$ cat src/spc_pkg.sv
// Shared constants of the serial port control and capability register bank.
// Assumes a 32-bit maintenance slave port with byte addresses and four byte enables.
`default_nettype none

package spc_pkg;

    // Maintenance port geometry.
    localparam int ADDR_W = 16;
    localparam int DATA_W = 32;
    localparam int BE_W = 4;

    // Register byte offsets.
    localparam logic [ADDR_W-1:0] OFS_PART_IDENTITY = 16'h0000;
    localparam logic [ADDR_W-1:0] OFS_PART_REVISION_INFO = 16'h0004;
    localparam logic [ADDR_W-1:0] OFS_BOARD_ASSEMBLY_IDENTITY = 16'h0008;
    localparam logic [ADDR_W-1:0] OFS_BOARD_ASSEMBLY_INFO = 16'h000c;
    localparam logic [ADDR_W-1:0] OFS_LINK_PORT_CONTROL = 16'h015c;

    // Field positions inside the link port control register.
    localparam int POS_RECEIVE_ACCEPT_ENABLE = 21;
    localparam int POS_ERROR_RECOVERY_OFF = 20;
    localparam int POS_MCAST_PARTICIPANT = 19;
    localparam int POS_ENUM_BOUNDARY = 17;
    localparam int POS_RETX_MASK_LO = 4;
    localparam int POS_RETX_MASK_HI = 11;
    localparam int POS_PORT_TYPE = 0;

    // Byte lane that carries the writable control fields.
    localparam int CTRL_WRITE_LANE = 2;

    // Reset values of the writable control fields and constant fields.
    localparam logic RST_RECEIVE_ACCEPT_ENABLE = 1'b1;
    localparam logic RST_ERROR_RECOVERY_OFF = 1'b0;
    localparam logic RST_MCAST_PARTICIPANT = 1'b0;
    localparam logic VAL_ENUM_BOUNDARY = 1'b0;
    localparam logic [7:0] VAL_RETX_MASK = 8'h00;
    localparam logic VAL_PORT_TYPE_SERIAL = 1'b1;

    // Legal range of the first extended feature pointer.
    localparam logic [15:0] FEATURE_PTR_MIN = 16'h0100;
    localparam logic [15:0] FEATURE_PTR_MAX = 16'hfffc;

    // Answer to an unmapped read.
    localparam logic [DATA_W-1:0] UNMAPPED_READ_VALUE = 32'h00000000;

endpackage

`default_nettype wire

$ cat src/spc_regs.sv
// Port control and capability register bank of a serial endpoint, with receive gating.
// Assumes a maintenance master on the same clock that holds each request for one cycle,
// and packet logic on the same clock that presents one classified request at a time.
//
// Function
// - Receive disabled: only maintenance accepted, others refused.
// - Receive enabled accepts all; read-write, resets one.
// - Error-check-off bit read-write, resets zero, disables recovery.
// - Multicast bit resets zero, forwards multicast symbols.
// - Enumeration boundary and retransmit mask read zero.
// - Port type bit always reads one.
// - Registers reachable over maintenance slave port.
// - Offset zero: fixed part and maker identifiers.
// - Offset four: fixed 32-bit part revision.
// - Offset eight: fixed assembly and assembly maker identifiers.
// - Offset twelve upper half: fixed assembly revision.
// - Offset twelve lower half: feature pointer in range.
`default_nettype none

module spc_regs
    import spc_pkg::*;
#(
    // Build-time identity values; the defaults are arbitrary.
    parameter logic [15:0] PART_IDENTIFIER = 16'h1234,
    parameter logic [15:0] MAKER_IDENTIFIER = 16'h5678,
    parameter logic [31:0] PART_REVISION = 32'h00000001,
    parameter logic [15:0] BOARD_ASSEMBLY_IDENTIFIER = 16'h0abc,
    parameter logic [15:0] BOARD_MAKER_IDENTIFIER = 16'h0def,
    parameter logic [15:0] BOARD_ASSEMBLY_REVISION = 16'h0001,
    parameter logic [15:0] FEATURE_LIST_POINTER = 16'h0100
) (
    // Clock and reset.
    input wire logic clk,
    input wire logic arst_n,
    // Maintenance slave port.
    input wire logic [ADDR_W-1:0] mnt_address,
    input wire logic mnt_read,
    input wire logic mnt_write,
    input wire logic [DATA_W-1:0] mnt_writedata,
    input wire logic [BE_W-1:0] mnt_byteenable,
    output logic [DATA_W-1:0] mnt_readdata,
    output logic mnt_readdatavalid,
    // Incoming request classification.
    input wire logic rx_pkt_valid,
    input wire logic rx_pkt_is_maint,
    output logic rx_pkt_accept,
    output logic rx_pkt_refuse,
    // Multicast event symbols.
    input wire logic mcast_sym_in,
    output logic mcast_sym_fwd,
    // Control levels towards the physical layer.
    output logic receive_accept_enable,
    output logic error_recovery_off,
    output logic mcast_participant
);

    logic receive_accept_enable_q;
    logic receive_accept_enable_d;
    logic error_recovery_off_q;
    logic error_recovery_off_d;
    logic mcast_participant_q;
    logic mcast_participant_d;
    logic [DATA_W-1:0] readdata_q;
    logic [DATA_W-1:0] readdata_d;
    logic readdatavalid_q;
    logic readdatavalid_d;
    logic mcast_fwd_q;
    logic mcast_fwd_d;
    logic ctrl_write;
    logic [DATA_W-1:0] ctrl_word;

    // Only the lane holding the writable fields matters; the other lanes carry
    // read-only or reserved bits, so writing them has no effect.
    assign ctrl_write = mnt_write && (mnt_address == OFS_LINK_PORT_CONTROL)
        && mnt_byteenable[CTRL_WRITE_LANE];

    // Readback image of the port control register; unlisted bits stay zero.
    always_comb begin
        ctrl_word = '0;
        ctrl_word[POS_RECEIVE_ACCEPT_ENABLE] = receive_accept_enable_q;
        ctrl_word[POS_ERROR_RECOVERY_OFF] = error_recovery_off_q;
        ctrl_word[POS_MCAST_PARTICIPANT] = mcast_participant_q;
        ctrl_word[POS_ENUM_BOUNDARY] = VAL_ENUM_BOUNDARY;
        ctrl_word[POS_RETX_MASK_HI:POS_RETX_MASK_LO] = VAL_RETX_MASK;
        ctrl_word[POS_PORT_TYPE] = VAL_PORT_TYPE_SERIAL;
    end

    // Next values of the writable control fields.
    always_comb begin
        receive_accept_enable_d = receive_accept_enable_q;
        error_recovery_off_d = error_recovery_off_q;
        mcast_participant_d = mcast_participant_q;
        if (ctrl_write) begin
            receive_accept_enable_d = mnt_writedata[POS_RECEIVE_ACCEPT_ENABLE];
            error_recovery_off_d = mnt_writedata[POS_ERROR_RECOVERY_OFF];
            mcast_participant_d = mnt_writedata[POS_MCAST_PARTICIPANT];
        end
    end

    // Control fields come out of reset with receive on and checking active.
    always_ff @(posedge clk or negedge arst_n) begin
        if (!arst_n) begin
            receive_accept_enable_q <= RST_RECEIVE_ACCEPT_ENABLE;
            error_recovery_off_q <= RST_ERROR_RECOVERY_OFF;
            mcast_participant_q <= RST_MCAST_PARTICIPANT;
        end else begin
            receive_accept_enable_q <= receive_accept_enable_d;
            error_recovery_off_q <= error_recovery_off_d;
            mcast_participant_q <= mcast_participant_d;
        end
    end

    // Read decode; an unmapped address answers zero rather than stalling the master.
    always_comb begin
        readdatavalid_d = mnt_read;
        readdata_d = readdata_q;
        if (mnt_read) begin
            unique case (mnt_address)
                OFS_PART_IDENTITY:
                    readdata_d = {PART_IDENTIFIER, MAKER_IDENTIFIER};
                OFS_PART_REVISION_INFO:
                    readdata_d = PART_REVISION;
                OFS_BOARD_ASSEMBLY_IDENTITY:
                    readdata_d = {BOARD_ASSEMBLY_IDENTIFIER, BOARD_MAKER_IDENTIFIER};
                OFS_BOARD_ASSEMBLY_INFO:
                    readdata_d = {BOARD_ASSEMBLY_REVISION, FEATURE_LIST_POINTER};
                OFS_LINK_PORT_CONTROL:
                    readdata_d = ctrl_word;
                default:
                    readdata_d = UNMAPPED_READ_VALUE;
            endcase
        end
    end

    // Read answers one cycle after the request; data holds until the next read.
    always_ff @(posedge clk or negedge arst_n) begin
        if (!arst_n) begin
            readdata_q <= '0;
            readdatavalid_q <= 1'b0;
        end else begin
            readdata_q <= readdata_d;
            readdatavalid_q <= readdatavalid_d;
        end
    end

    // Multicast symbols pass through a register only while this port participates.
    always_comb begin
        mcast_fwd_d = mcast_sym_in && mcast_participant_q;
    end

    always_ff @(posedge clk or negedge arst_n) begin
        if (!arst_n) begin
            mcast_fwd_q <= 1'b0;
        end else begin
            mcast_fwd_q <= mcast_fwd_d;
        end
    end

    // Request gating is combinational so the refusal symbol goes out without delay.
    always_comb begin
        rx_pkt_accept = rx_pkt_valid && (receive_accept_enable_q || rx_pkt_is_maint);
        rx_pkt_refuse = rx_pkt_valid && !receive_accept_enable_q && !rx_pkt_is_maint;
    end

    // Output drive.
    assign mnt_readdata = readdata_q;
    assign mnt_readdatavalid = readdatavalid_q;
    assign mcast_sym_fwd = mcast_fwd_q;
    assign receive_accept_enable = receive_accept_enable_q;
    assign error_recovery_off = error_recovery_off_q;
    assign mcast_participant = mcast_participant_q;
endmodule

`default_nettype wire

$ cat config.mk
export PLATFORM = sky130hd
export DESIGN_NAME = spc_regs
export DESIGN_NICKNAME = d
export VERILOG_FILES = /design/src/spc_pkg.sv /design/src/spc_regs.sv
export SDC_FILE = /design/constraint.sdc
export NUM_CORES = 1
export LEC_CHECK = 0
export ABC_AREA = 1
export BUFFER_PORTS_ARGS = -buffer_cell sky130_fd_sc_hd__buf_4
export CORE_MARGIN = 10
export CORE_UTILIZATION = 39
export DETAILED_ROUTE_END_ITERATION = 8
export HOLD_SLACK_MARGIN = 0.12
export PLACE_DENSITY = 0.93
export RECOVER_POWER = 100
export REMOVE_ABC_BUFFERS = 1
export SYNTH_ARGS = -nofsm -noshare
export SYNTH_HDL_FRONTEND = slang
export SYNTH_SLANG_ARGS = --single-unit
export TNS_END_PERCENT = 50
$ cat constraint.sdc
create_clock -name clk -period 1.95 [get_ports clk]
set_input_delay 0.39 -clock clk [delete_from_list [all_inputs] [get_ports clk]]
set_output_delay 0.39 -clock clk [all_outputs]
set_load 0.01 [all_outputs]
* After elaboration in Yosys (flattened, before gate mapping)
Index checks and enable logic that the tools add are counted.
Cells by class: eq/ne operators 4, reduce and logical (&&, ||, !) cells 10, mux-type cells 1
Operators by type and width (count):
- $pmux 29 s5 | 1
- $eq 16x4->1 const B | 2
- $eq 16x3->1 const B | 1
- $eq 16x9->1 const B | 1
- $logic_not 16->1 | 1
- $logic_and 1x1->1 | 6
- $logic_not 1->1 | 2
- $logic_or 1x1->1 | 1
Storage, ports and cells: output and inout bits 39, register bits 37, logic and storage cells 21

* Depth between registers and ports, before layout
Gate-level depths: netlist of run 1.
depth in word-level cells 3, depth in mapped cells 8, gate-level depth less buffers 8

* Worst setup path before layout of run 1
OpenSTA, ideal clock, no wires.
kind register to output, start point register receive_accept_enable_q, in the netlist receive_accept_enable, end point output port rx_pkt_accept, stages on the path, launching flop included 3, data required time 1560 ps, arrival 777 ps, path slack 783 ps, cells stage by stage dfstp_2 > nor2_1 > nor2_1
On the way: word-level cells in the longest chain between the ends 2
RTL lines:
- from (decl) | line spc_regs.sv:57 | logic receive_accept_enable_q;
- from (signal assigned) | line spc_regs.sv:107 | receive_accept_enable_q <= receive_accept_enable_d;
- $logic_or 1x1->1 | line spc_regs.sv:161 | rx_pkt_accept = rx_pkt_valid && (receive_accept_enable_q || rx_pkt_is_maint);
- $logic_and 1x1->1 | line spc_regs.sv:161
- to (decl) | line spc_regs.sv:46 | output logic rx_pkt_accept,
No other way between the ends.

* Worst setup path in the final report of run 1
Same ends and word-level chain as after synthesis.

==> results of run 1 <==
==> worst min-delay path by stage <==
stage,from,to,slack (ns),cells after the start
detailed placement,arst_n,mnt_readdata[16]$_DFFE_PN0P_,0.25,1
finish,mcast_sym_in,mcast_sym_fwd$_DFF_PN0_,0.30,3
floorplan,arst_n,error_recovery_off$_DFFE_PN0P_,0.09,0
global route,mcast_sym_in,mcast_sym_fwd$_DFF_PN0_,0.30,3
global placement,arst_n,mnt_readdata[16]$_DFFE_PN0P_,0.24,1
CTS,mcast_sym_in,mcast_sym_fwd$_DFF_PN0_,0.30,3
==> state kept, by name, indices dropped and copies added, names as in the netlist <==
register and flops:
mnt_readdata 9, error_recovery_off 1, mcast_participant 1, mcast_sym_fwd 1, mnt_readdatavalid 1, receive_accept_enable 1
==> placed cells by master (no fill, tap or decap), types with 2 or more instances in the layout <==
master | synthesis | final
nand2_4 | 5 | 4
o21ai_0 | 0 | 2
nand4_1 | 3 | 3
conb_1 | 1 | 9
inv_1 | 10 | 10
nor2_4 | 4 | 3
nand2_1 | 28 | 29
nand2_2 | 2 | 2
dfrtp_1 | 13 | 13
nand3_1 | 3 | 6
clkbuf_4 | 0 | 4
nor2_1 | 15 | 17
inv_2 | 2 | 2
buf_4 | 23 | 24
clkbuf_1 | 0 | 31
==> layer usage <==
metal | part of all wire [%] | track usage, %
met1 | 37 | 9.01
met2 | 49 | 15.6
met3 | 12 | 5.10
met5 | 0 | 0
met4 | 1.0 | 2.58
==> logic make-up (layout without fill, tap and decap cells) <==
group	after synthesis	count (layout)	share of synthesized area, %
compound gates	4	4	2.31
buf+inv	36	73	22.3
flops	14	14	34.2
other cells	1	9	0.365
simple gates	69	69	40.9
==> per-stage QoR <==
step / cell area [um2] / util, % / std cells
2_1_floorplan: 875 / - / 108
3_3_place_gp: 1330 / 53.3 / 194
3_5_place_dp: 1330 / 53.3 / 194
4_1_cts: 1380 / 55.2 / 199
5_1_grt: 1200 / 48.1 / 199
6_report: 1200 / 48.1 / 199
==> layout make-up <==
cell class,instances,area share (%)
inverter,12,3.74
sequential,14,29.2
multi-input combinational,82,34.8
tap,30,3.12
timing repair buffer,57,26.1
clock buffer,4,3.01
==> power by group <==
part / internal, mW / switching, mW
Combinational: 0.0439 / 0.0488
Clock: 0.113 / 0.0857
Sequential: 0.291 / 0.000239
==> worst max-delay path: stages (launching register included) <==
cell and delay, ns:
dfstp_1 0.60, nor2_1 0.07, nor2_1 0.08, clkbuf_1 0.16
==> impl_metrics.csv, run 1 <==
group,metric,value,unit
outcome,outcome,"completed",
die,start_util,41.1,%
timing,slew_viol_final,0,
die,num_rows,18,
clocking,clk_pin_slew,0.08,ns
timing,fin_skew,0.0000998,ns
synthesis,synth_common_cells,"28 x nand2_1, 23 x buf_4, 15 x nor2_1, 13 x dfrtp_1, 10 x inv_1",
clocking,clock_latency,0.27,ns
worst_setup_path,cp_max_fo,5,
timing,fin_crit,1.56,ns
synthesis,synth_warnings,0,
route,ant_nets,0,
timing,worstMarginPinSlew,0.720,ns
timing,tns,0,ns
synthesis,synth.avg_cell_area,8.29,um2
timing,timing.hold.ws,0.304,ns
synthesis,synthCells,124,
clocking,cts_made_buffers,3,
finish,layout-drive-gt1-share,26.0,%
die,die-area,5090,um2
global_route,gr-usage-all-layers,9.01,%
worst_setup_path,crit_start,"receive_accept_enable$_DFFE_PN1P_",
route,num_vias,858,
global_route,antenna_found_initial,0,
timing,slew_headroom,52.0,%
finish,area_growth,17.0,%
worst_setup_path,crit_type,"reg2out",
finish,regArea,352,um2
finish,diodes,0,
worst_setup_path,r2r-start,"receive_accept_enable$_DFFE_PN1P_",
die,io_pins,98,
die,die_y,71.4,um
power,power,0.583,mW
synthesis,synth-edff-count,0,
clocking,cts-htree-levels,1,
finish,nFillCells,280,
power,p_per_area,484,nW/um2
worst_setup_path,worstRegToRegCells,2,
worst_setup_path,cp-start-kind,"flip-flop",
synthesis,synth.most_common_cell,"nand2_1",
worst_setup_path,cp.required,1.56,ns
die,dieWidth,71.4,um
placed_design,port_buffers,56,
synthesis,synth.distinct_cells,21,
worst_setup_path,r2r_end,"mnt_readdata[21]$_DFFE_PN0P_",
global_route,grt_pass1_wl,3860,um
synthesis,synth_top_flop_cell,"dfrtp_1",
worst_setup_path,end_kind,"output port",
clocking,cts_sinks,14,
route,wl_per_cell,12.2,um
synthesis,synth_top_cells_by_area,"dfrtp_1 32%, buf_4 17%, nand2_1 10%, nand2_4 5.5%, nor2_1 5.5%",
worst_setup_path,crit_end,"rx_pkt_accept",
clocking,cts_tree,"yes",
worst_setup_path,arrival,1.17,ns
clocking,hold_buffers,1,
route,firstDrtPassIters,4,
route,drt_iter0_markers,55,
route,viasPerCell,4.31,
synthesis,synthArstFlopShare,100,%
synthesis,seq_area_frac_synth,34.2,%
timing,setup_viol,0,
synthesis,synth_top_area_share,31.6,%
timing,rsz0062_at_grt,"false",
synthesis,yosys_register_bits,14,
clocking,clock_path_buffers,2,
power,vdd_drop_max,0.387,mV
route,wl,2440,um
timing,post-route-period-util,79.8,%
min_path,hold_class,"in2reg",
route,drc,0,
finish,multi_input_area,419,um2
worst_setup_path,r2r_slack,1.08,ns
placed_design,gp_congestion,0.733,
placed_design,dp_slack,0.606,ns
power,p_leak,0.693,nW
timing,hold_viol,0,
clocking,cts_setup_buffers,0,
synthesis,synthesis.area,1030,um2
flow_run,maxCapViolCount,0,
finish,final_nets,229,
clocking,cts-resized-gates,0,
synthesis,synth_top_area_cell,"dfrtp_1",
global_route,overflow,0,
clocking,root_buffer,"clkbuf_4",
timing,setup_ws,0.393,ns
placed_design,dp_hpwl,2160,um
global_route,grt_pass1_vias,855,
die,core_area,2500,um2
timing,fmax,642,MHz
global_route,grt_max_degree,15,
Note: power is estimated with default switching activity, not from simulation.
==> run 2, diff against run 1 <==
--- a/config.mk
+++ b/config.mk
@@ -8,10 +8,10 @@
 export ABC_AREA = 1
 export BUFFER_PORTS_ARGS = -buffer_cell sky130_fd_sc_hd__buf_4
 export CORE_MARGIN = 10
-export CORE_UTILIZATION = 39
+export CORE_UTILIZATION = 36
 export DETAILED_ROUTE_END_ITERATION = 8
 export HOLD_SLACK_MARGIN = 0.12
-export PLACE_DENSITY = 0.93
+export PLACE_DENSITY = 0.87
 export RECOVER_POWER = 100
 export REMOVE_ABC_BUFFERS = 1
 export SYNTH_ARGS = -nofsm -noshare
==> constraint.sdc (replaced) <==
create_clock -name clk -period 1.59 [get_ports clk]
set_input_delay 0.318 -clock clk [delete_from_list [all_inputs] [get_ports clk]]
set_output_delay 0.318 -clock clk [all_outputs]
set_load 0.01 [all_outputs]
==> run 2 against run 1 <==
Power is 16% higher. Final cell count grew 0.50%. Clock power rose by 5%. Worst hold slack lost 0.078 ns. Combinational power grew 20%. Critical path type unchanged.
==> impl_metrics.csv, run 2 (same netlist as run 1, synthesis figures left out) <==
group,metric,value,unit
timing,setup_viol,0,
power,p_sw_share,24.8,%
die,die_y,73.5,um
route,drc,0,
finish,layout-drive-gt1-share,26.0,%
clocking,clk_pin_slew,0.08,ns
clocking,clock_path_buffers,2,
power,power_frac_comb,16.4,%
timing,worstMarginPinSlew,0.740,ns
timing,post-route-period-util,89.6,%
power,seqPwrFrac,52.9,%
route,viasPerCell,4.28,
global_route,overflow,0,
worst_setup_path,cp_max_fo,5,
power,vdd_drop_max,0.405,mV
worst_setup_path,cp_common_cell,"nor2_1",
route,firstDrtPassIters,4,
worst_setup_path,cpPeakStageDelay,0.57,ns
worst_setup_path,cp.required,1.27,ns
global_route,grt_max_degree,15,
worst_setup_path,end_kind,"output port",
global_route,antenna_found_initial,0,
placed_design,port_buffers,56,
route,wl_per_cell,12.1,um
timing,hold_viol,0,
die,dieWidth,73.5,um
power,switching_power,0.168,mW
route,wl,2420,um
flow_run,maxCapViolCount,0,
global_route,grt_util_met2,16.1,%
clocking,root_buffer,"clkbuf_4",
timing,rsz0062_at_grt,"false",
timing,timing.hold.ws,0.226,ns
timing,slew_headroom,50.7,%
die,core_area,2730,um2
worst_setup_path,path_cells,"nor2_1 > nor2_1 > buf_4",
worst_setup_path,slowest_stage,"dfstp_2",
finish,diodes,0,
global_route,grt_use_met1,8.07,%
finish,mostFrequentLayoutCells,"31 x nand2_1, 31 x clkbuf_1, 25 x buf_4",
clocking,cts-resized-gates,0,
route,num_vias,856,
outcome,outcome,"completed",
die,io_pins,98,
timing,tns,0,ns
power,p_per_area,572,nW/um2
timing,slew_viol_final,0,
timing,fmax,702,MHz
clocking,cts-htree-levels,1,
route,ant_nets,0,
clocking,cts_made_buffers,3,
clocking,cts_sinks,14,
die,start_util,37.6,%
finish,area_growth,15.0,%
placed_design,dp_hpwl,2120,um
clocking,clock_latency,0.28,ns
power,clkPwrFrac,30.7,%
min_path,hold_class,"in2reg",
route,drt_iter0_markers,46,
power,internal-power,0.508,mW
timing,fin_crit,1.42,ns
finish,final_nets,229,
placed_design,gp_congestion,0.743,
global_route,gr-usage-met3,6.86,%
global_route,grt_pass1_wl,3990,um
power,p_leak,0.661,nW
worst_setup_path,cp-start-kind,"flip-flop",
worst_setup_path,crit_type,"reg2out",
worst_setup_path,arrival,1.11,ns
clocking,cts_tree,"yes",
finish,largest_reg_flops,9,
die,num_rows,19,
timing,fin_skew,0.00441,ns
global_route,gr-usage-all-layers,9.11,%
global_route,grt_busiest_layer,"met2",
global_route,grt_pass1_vias,939,
die,die-area,5390,um2
==> run 2: cell count changes in the layout (fill, tap and decap cells not counted), sizes merged <==
cell	before	now
buf	24	25
clkbuf	36	35
==> run 2: power groups by stage <==
stage / combinational (mW) / clock (mW) / sequential, mW
final: 0.111 / 0.208 / 0.358
after global routing: 0.126 / 0.241 / 0.358
after CTS: 0.125 / 0.216 / 0.358
after detailed placement: 0.123 / 0 / 0.365
after global placement: 0.120 / 0 / 0.364
after floorplan: 0.0448 / 0 / 0.365
==> run 2: area by class of cell <==
class	instances	area, um2
clock buffers	4	26.3
fillers	320	1550
well taps	31	38.8
multi-input cells	82	403
flip-flops and latches	14	352
repair buffers	57	318
inverters	12	45.0
==> run 2: worst paths after layout <==
kind	start	endpoint	slack (ns)	depth (start not counted)
max in group asynchronous	arst_n	mcast_participant$_DFFE_PN0P_	0.52	2
worst min register to register	mnt_readdata[16]$_DFFE_PN0P_	mnt_readdata[16]$_DFFE_PN0P_	0.50	2
min in group asynchronous	arst_n	mnt_readdata[19]$_DFFE_PN0P_	0.61	2
worst max register to register	receive_accept_enable$_DFFE_PN1P_	mnt_readdata[21]$_DFFE_PN0P_	0.74	2
worst max-delay path	receive_accept_enable$_DFFE_PN1P_	rx_pkt_accept	0.17	3
worst min-delay path	mcast_sym_in	mcast_sym_fwd$_DFF_PN0_	0.23	3
==> run 2: critical path: cells and delay by family (launching register included) <==
kind / cells / cell delay [ns]
buffers and inverters: 1 / 0.12
DFF: 1 / 0.57
and+or+nand+nor: 2 / 0.13
==> run 2: per-stage QoR <==
step / utilization [%] / instance area, um2 / setup slack [ns] / total power [mW] / cells
2_1_floorplan: - / 875 / 0.495 / 0.410 / 108
3_3_place_gp: 48.8 / 1330 / 0.372 / 0.484 / 195
3_5_place_dp: 48.8 / 1330 / 0.364 / 0.487 / 195
4_1_cts: 50.1 / 1370 / 0.150 / 0.698 / 200
5_1_grt: 43.2 / 1180 / 0.0680 / 0.725 / 200
6_report: 43.2 / 1180 / 0.166 / 0.676 / 200
==> run 2: repair_timing <==
action | in CTS | in global routing
hold endpoints to repair | 14 | 0
buffers inserted | 0 | 0
hold buffers | 1 | 0
==> run 2: per-layer routing <==
metal | routed length (um) | vias up
met5 | 0 | -
met2 | 1230 | 36
li1 | - | 439
met4 | 7 | 0
met1 | 842 | 379
met3 | 341 | 2
==> run 3, diff against run 2 <==
--- a/config.mk
+++ b/config.mk
@@ -7,11 +7,14 @@
 export LEC_CHECK = 0
 export ABC_AREA = 1
 export BUFFER_PORTS_ARGS = -buffer_cell sky130_fd_sc_hd__buf_4
+export CAP_MARGIN = 20
+export CELL_PAD_IN_SITES_DETAIL_PLACEMENT = 0
+export CELL_PAD_IN_SITES_GLOBAL_PLACEMENT = 2
 export CORE_MARGIN = 10
-export CORE_UTILIZATION = 36
+export CORE_UTILIZATION = 17
 export DETAILED_ROUTE_END_ITERATION = 8
 export HOLD_SLACK_MARGIN = 0.12
-export PLACE_DENSITY = 0.87
+export PLACE_DENSITY = 0.86
 export RECOVER_POWER = 100
 export REMOVE_ABC_BUFFERS = 1
 export SYNTH_ARGS = -nofsm -noshare
==> run 3 against run 2 <==
Final cell count is 22% higher. Clock skew decreased by 0.0038 ns. Utilization fell by 21 points. Non-clock buffer count stayed put. Setup slack worse by 0.011 ns. Fmax decreased by 0.74%. Critical path depth unchanged. Sequential power hardly changed. First-iteration DRC count shrank 22%.
==> impl_metrics.csv, run 3 (same netlist as run 1, synthesis figures left out) <==
group,metric,value,unit
timing,slew_headroom,49.9,%
route,ant_nets,0,
power,p_per_area,616,nW/um2
timing,worstMarginPinSlew,0.751,ns
power,vdd_drop_max,0.393,mV
worst_setup_path,end_kind,"output port",
power,switching_power,0.180,mW
die,num_rows,28,
finish,largest_reg_flops,9,
placed_design,gp_congestion,0.732,
die,dieWidth,97.8,um
route,wl_per_cell,11.3,um
finish,final_nets,229,
clocking,cts_sinks,14,
route,firstDrtPassIters,4,
global_route,grt_pass1_wl,4540,um
power,internal-power,0.632,mW
power,power,0.811,mW
timing,fin_skew,0.000599,ns
clocking,clk_pin_slew,0.05,ns
placed_design,dp.cells,239,
die,die_y,97.8,um
route,drc,0,
worst_setup_path,cp.required,1.27,ns
clocking,clock_latency,0.24,ns
route,wl,2750,um
min_path,hold_class,"in2reg",
timing,hold_viol,0,
worst_setup_path,cp-start-kind,"flip-flop",
timing,fmax,697,MHz
worst_setup_path,r2r-start,"receive_accept_enable$_DFFE_PN1P_",
power,seqPwrFrac,44.1,%
global_route,grt_pass1_vias,909,
finish,mostFrequentLayoutCells,"30 x clkbuf_1, 28 x nand2_1, 25 x buf_4",
finish,area_growth,28.1,%
die,core_area,5890,um2
finish,layout-drive-gt1-share,28.4,%
global_route,gr-usage-all-layers,5.58,%
timing,fin_crit,1.43,ns
worst_setup_path,crit_type,"reg2out",
worst_setup_path,worstRegToRegCells,2,
die,start_util,17.5,%
finish,stdcell_count,244,
die,die-area,9560,um2
worst_setup_path,cp_max_fo,5,
worst_setup_path,r2r_end,"mnt_readdata[21]$_DFFE_PN0P_",
global_route,grt_max_degree,15,
power,power_frac_comb,14.6,%
worst_setup_path,crit_end,"rx_pkt_accept",
placed_design,port_buffers,56,
power,clkPwrFrac,41.3,%
finish,diodes,0,
power,p_sw_share,22.1,%
worst_setup_path,crit_start,"receive_accept_enable$_DFFE_PN1P_",
timing,setup_viol,0,
global_route,overflow,0,
timing,slew_viol_final,0,
timing,post-route-period-util,90.2,%
global_route,antenna_found_initial,0,
die,io_pins,98,
worst_setup_path,arrival,1.12,ns
placed_design,dp_slack,0.317,ns
timing,rsz0062_at_grt,"false",
clocking,cts_made_buffers,3,
clocking,cts-htree-levels,1,
route,num_vias,838,
clocking,root_buffer,"clkbuf_8",
finish,final_common_cell,"clkbuf_1",
timing,setup_ws,0.155,ns
outcome,outcome,"completed",
timing,tns,0,ns
flow_run,maxCapViolCount,0,
finish,nFillCells,698,
clocking,clock_path_buffers,2,
worst_setup_path,r2r_slack,0.70,ns
route,drt_iter0_markers,36,
placed_design,dp_hpwl,2360,um
clocking,cts_tree,"yes",
route,viasPerCell,3.43,
power,p_leak,0.745,nW
clocking,cts_setup_buffers,0,
[run 3: power groups by stage]
stage / clock, mW / sequential, mW / combinational (mW)
finish: 0.335 / 0.358 / 0.118
global route: 0.367 / 0.358 / 0.134
CTS: 0.349 / 0.358 / 0.126
detailed placement: 0 / 0.364 / 0.124
global placement: 0 / 0.364 / 0.123
floorplan: 0 / 0.365 / 0.0448
[run 3: per-layer routing]
metal	up-vias	GRT usage (%)	wire [um]
met5	-	0	0
met4	0	0.671	0
met3	0	2.82	253
met2	42	8.58	1210
met1	359	7.01	1280
li1	437	-	-
[run 3: area by class of cell]
type                       count  area, um2  area share [%]
multi-input combinational     82        454            34.5
timing repair buffer          57        318            24.1
sequential                    14        352            26.7
tap                           75       93.8            7.12
clock buffer                   4       55.1            4.18
inverter                      12       45.0            3.42
[run 3: worst min path at each step]
stage                                          end  slack, ns  cells past startpoint         start
CTS                        mcast_sym_fwd$_DFF_PN0_       0.26                      3  mcast_sym_in
global placement    error_recovery_off$_DFFE_PN0P_       0.17                      1        arst_n
detailed placement    mnt_readdata[21]$_DFFE_PN0P_       0.18                      1        arst_n
floorplan           error_recovery_off$_DFFE_PN0P_       0.02                      0        arst_n
finish                     mcast_sym_fwd$_DFF_PN0_       0.26                      3  mcast_sym_in
global route               mcast_sym_fwd$_DFF_PN0_       0.29                      3  mcast_sym_in
[run 3: critical path, cell delays in order (launching register included)]
cell and delay [ns]:
dfstp_1 0.60, nor2_1 0.07, nor2_1 0.09, buf_4 0.12
[run 3: repair_timing]
item,in CTS,in global routing
endpoints found under the hold margin,13,0
gates resized for setup,0,0
hold buffers,1,0
[run 3: through the flow]
step	cell area (um2)	hold slack (ns)	utilization (%)
CTS	1450	0.261	24.7
global route	1320	0.287	22.4
finish	1320	0.263	22.4
floorplan	875	0.0224	-
detailed placement	1390	0.179	23.6
global placement	1390	0.174	23.6
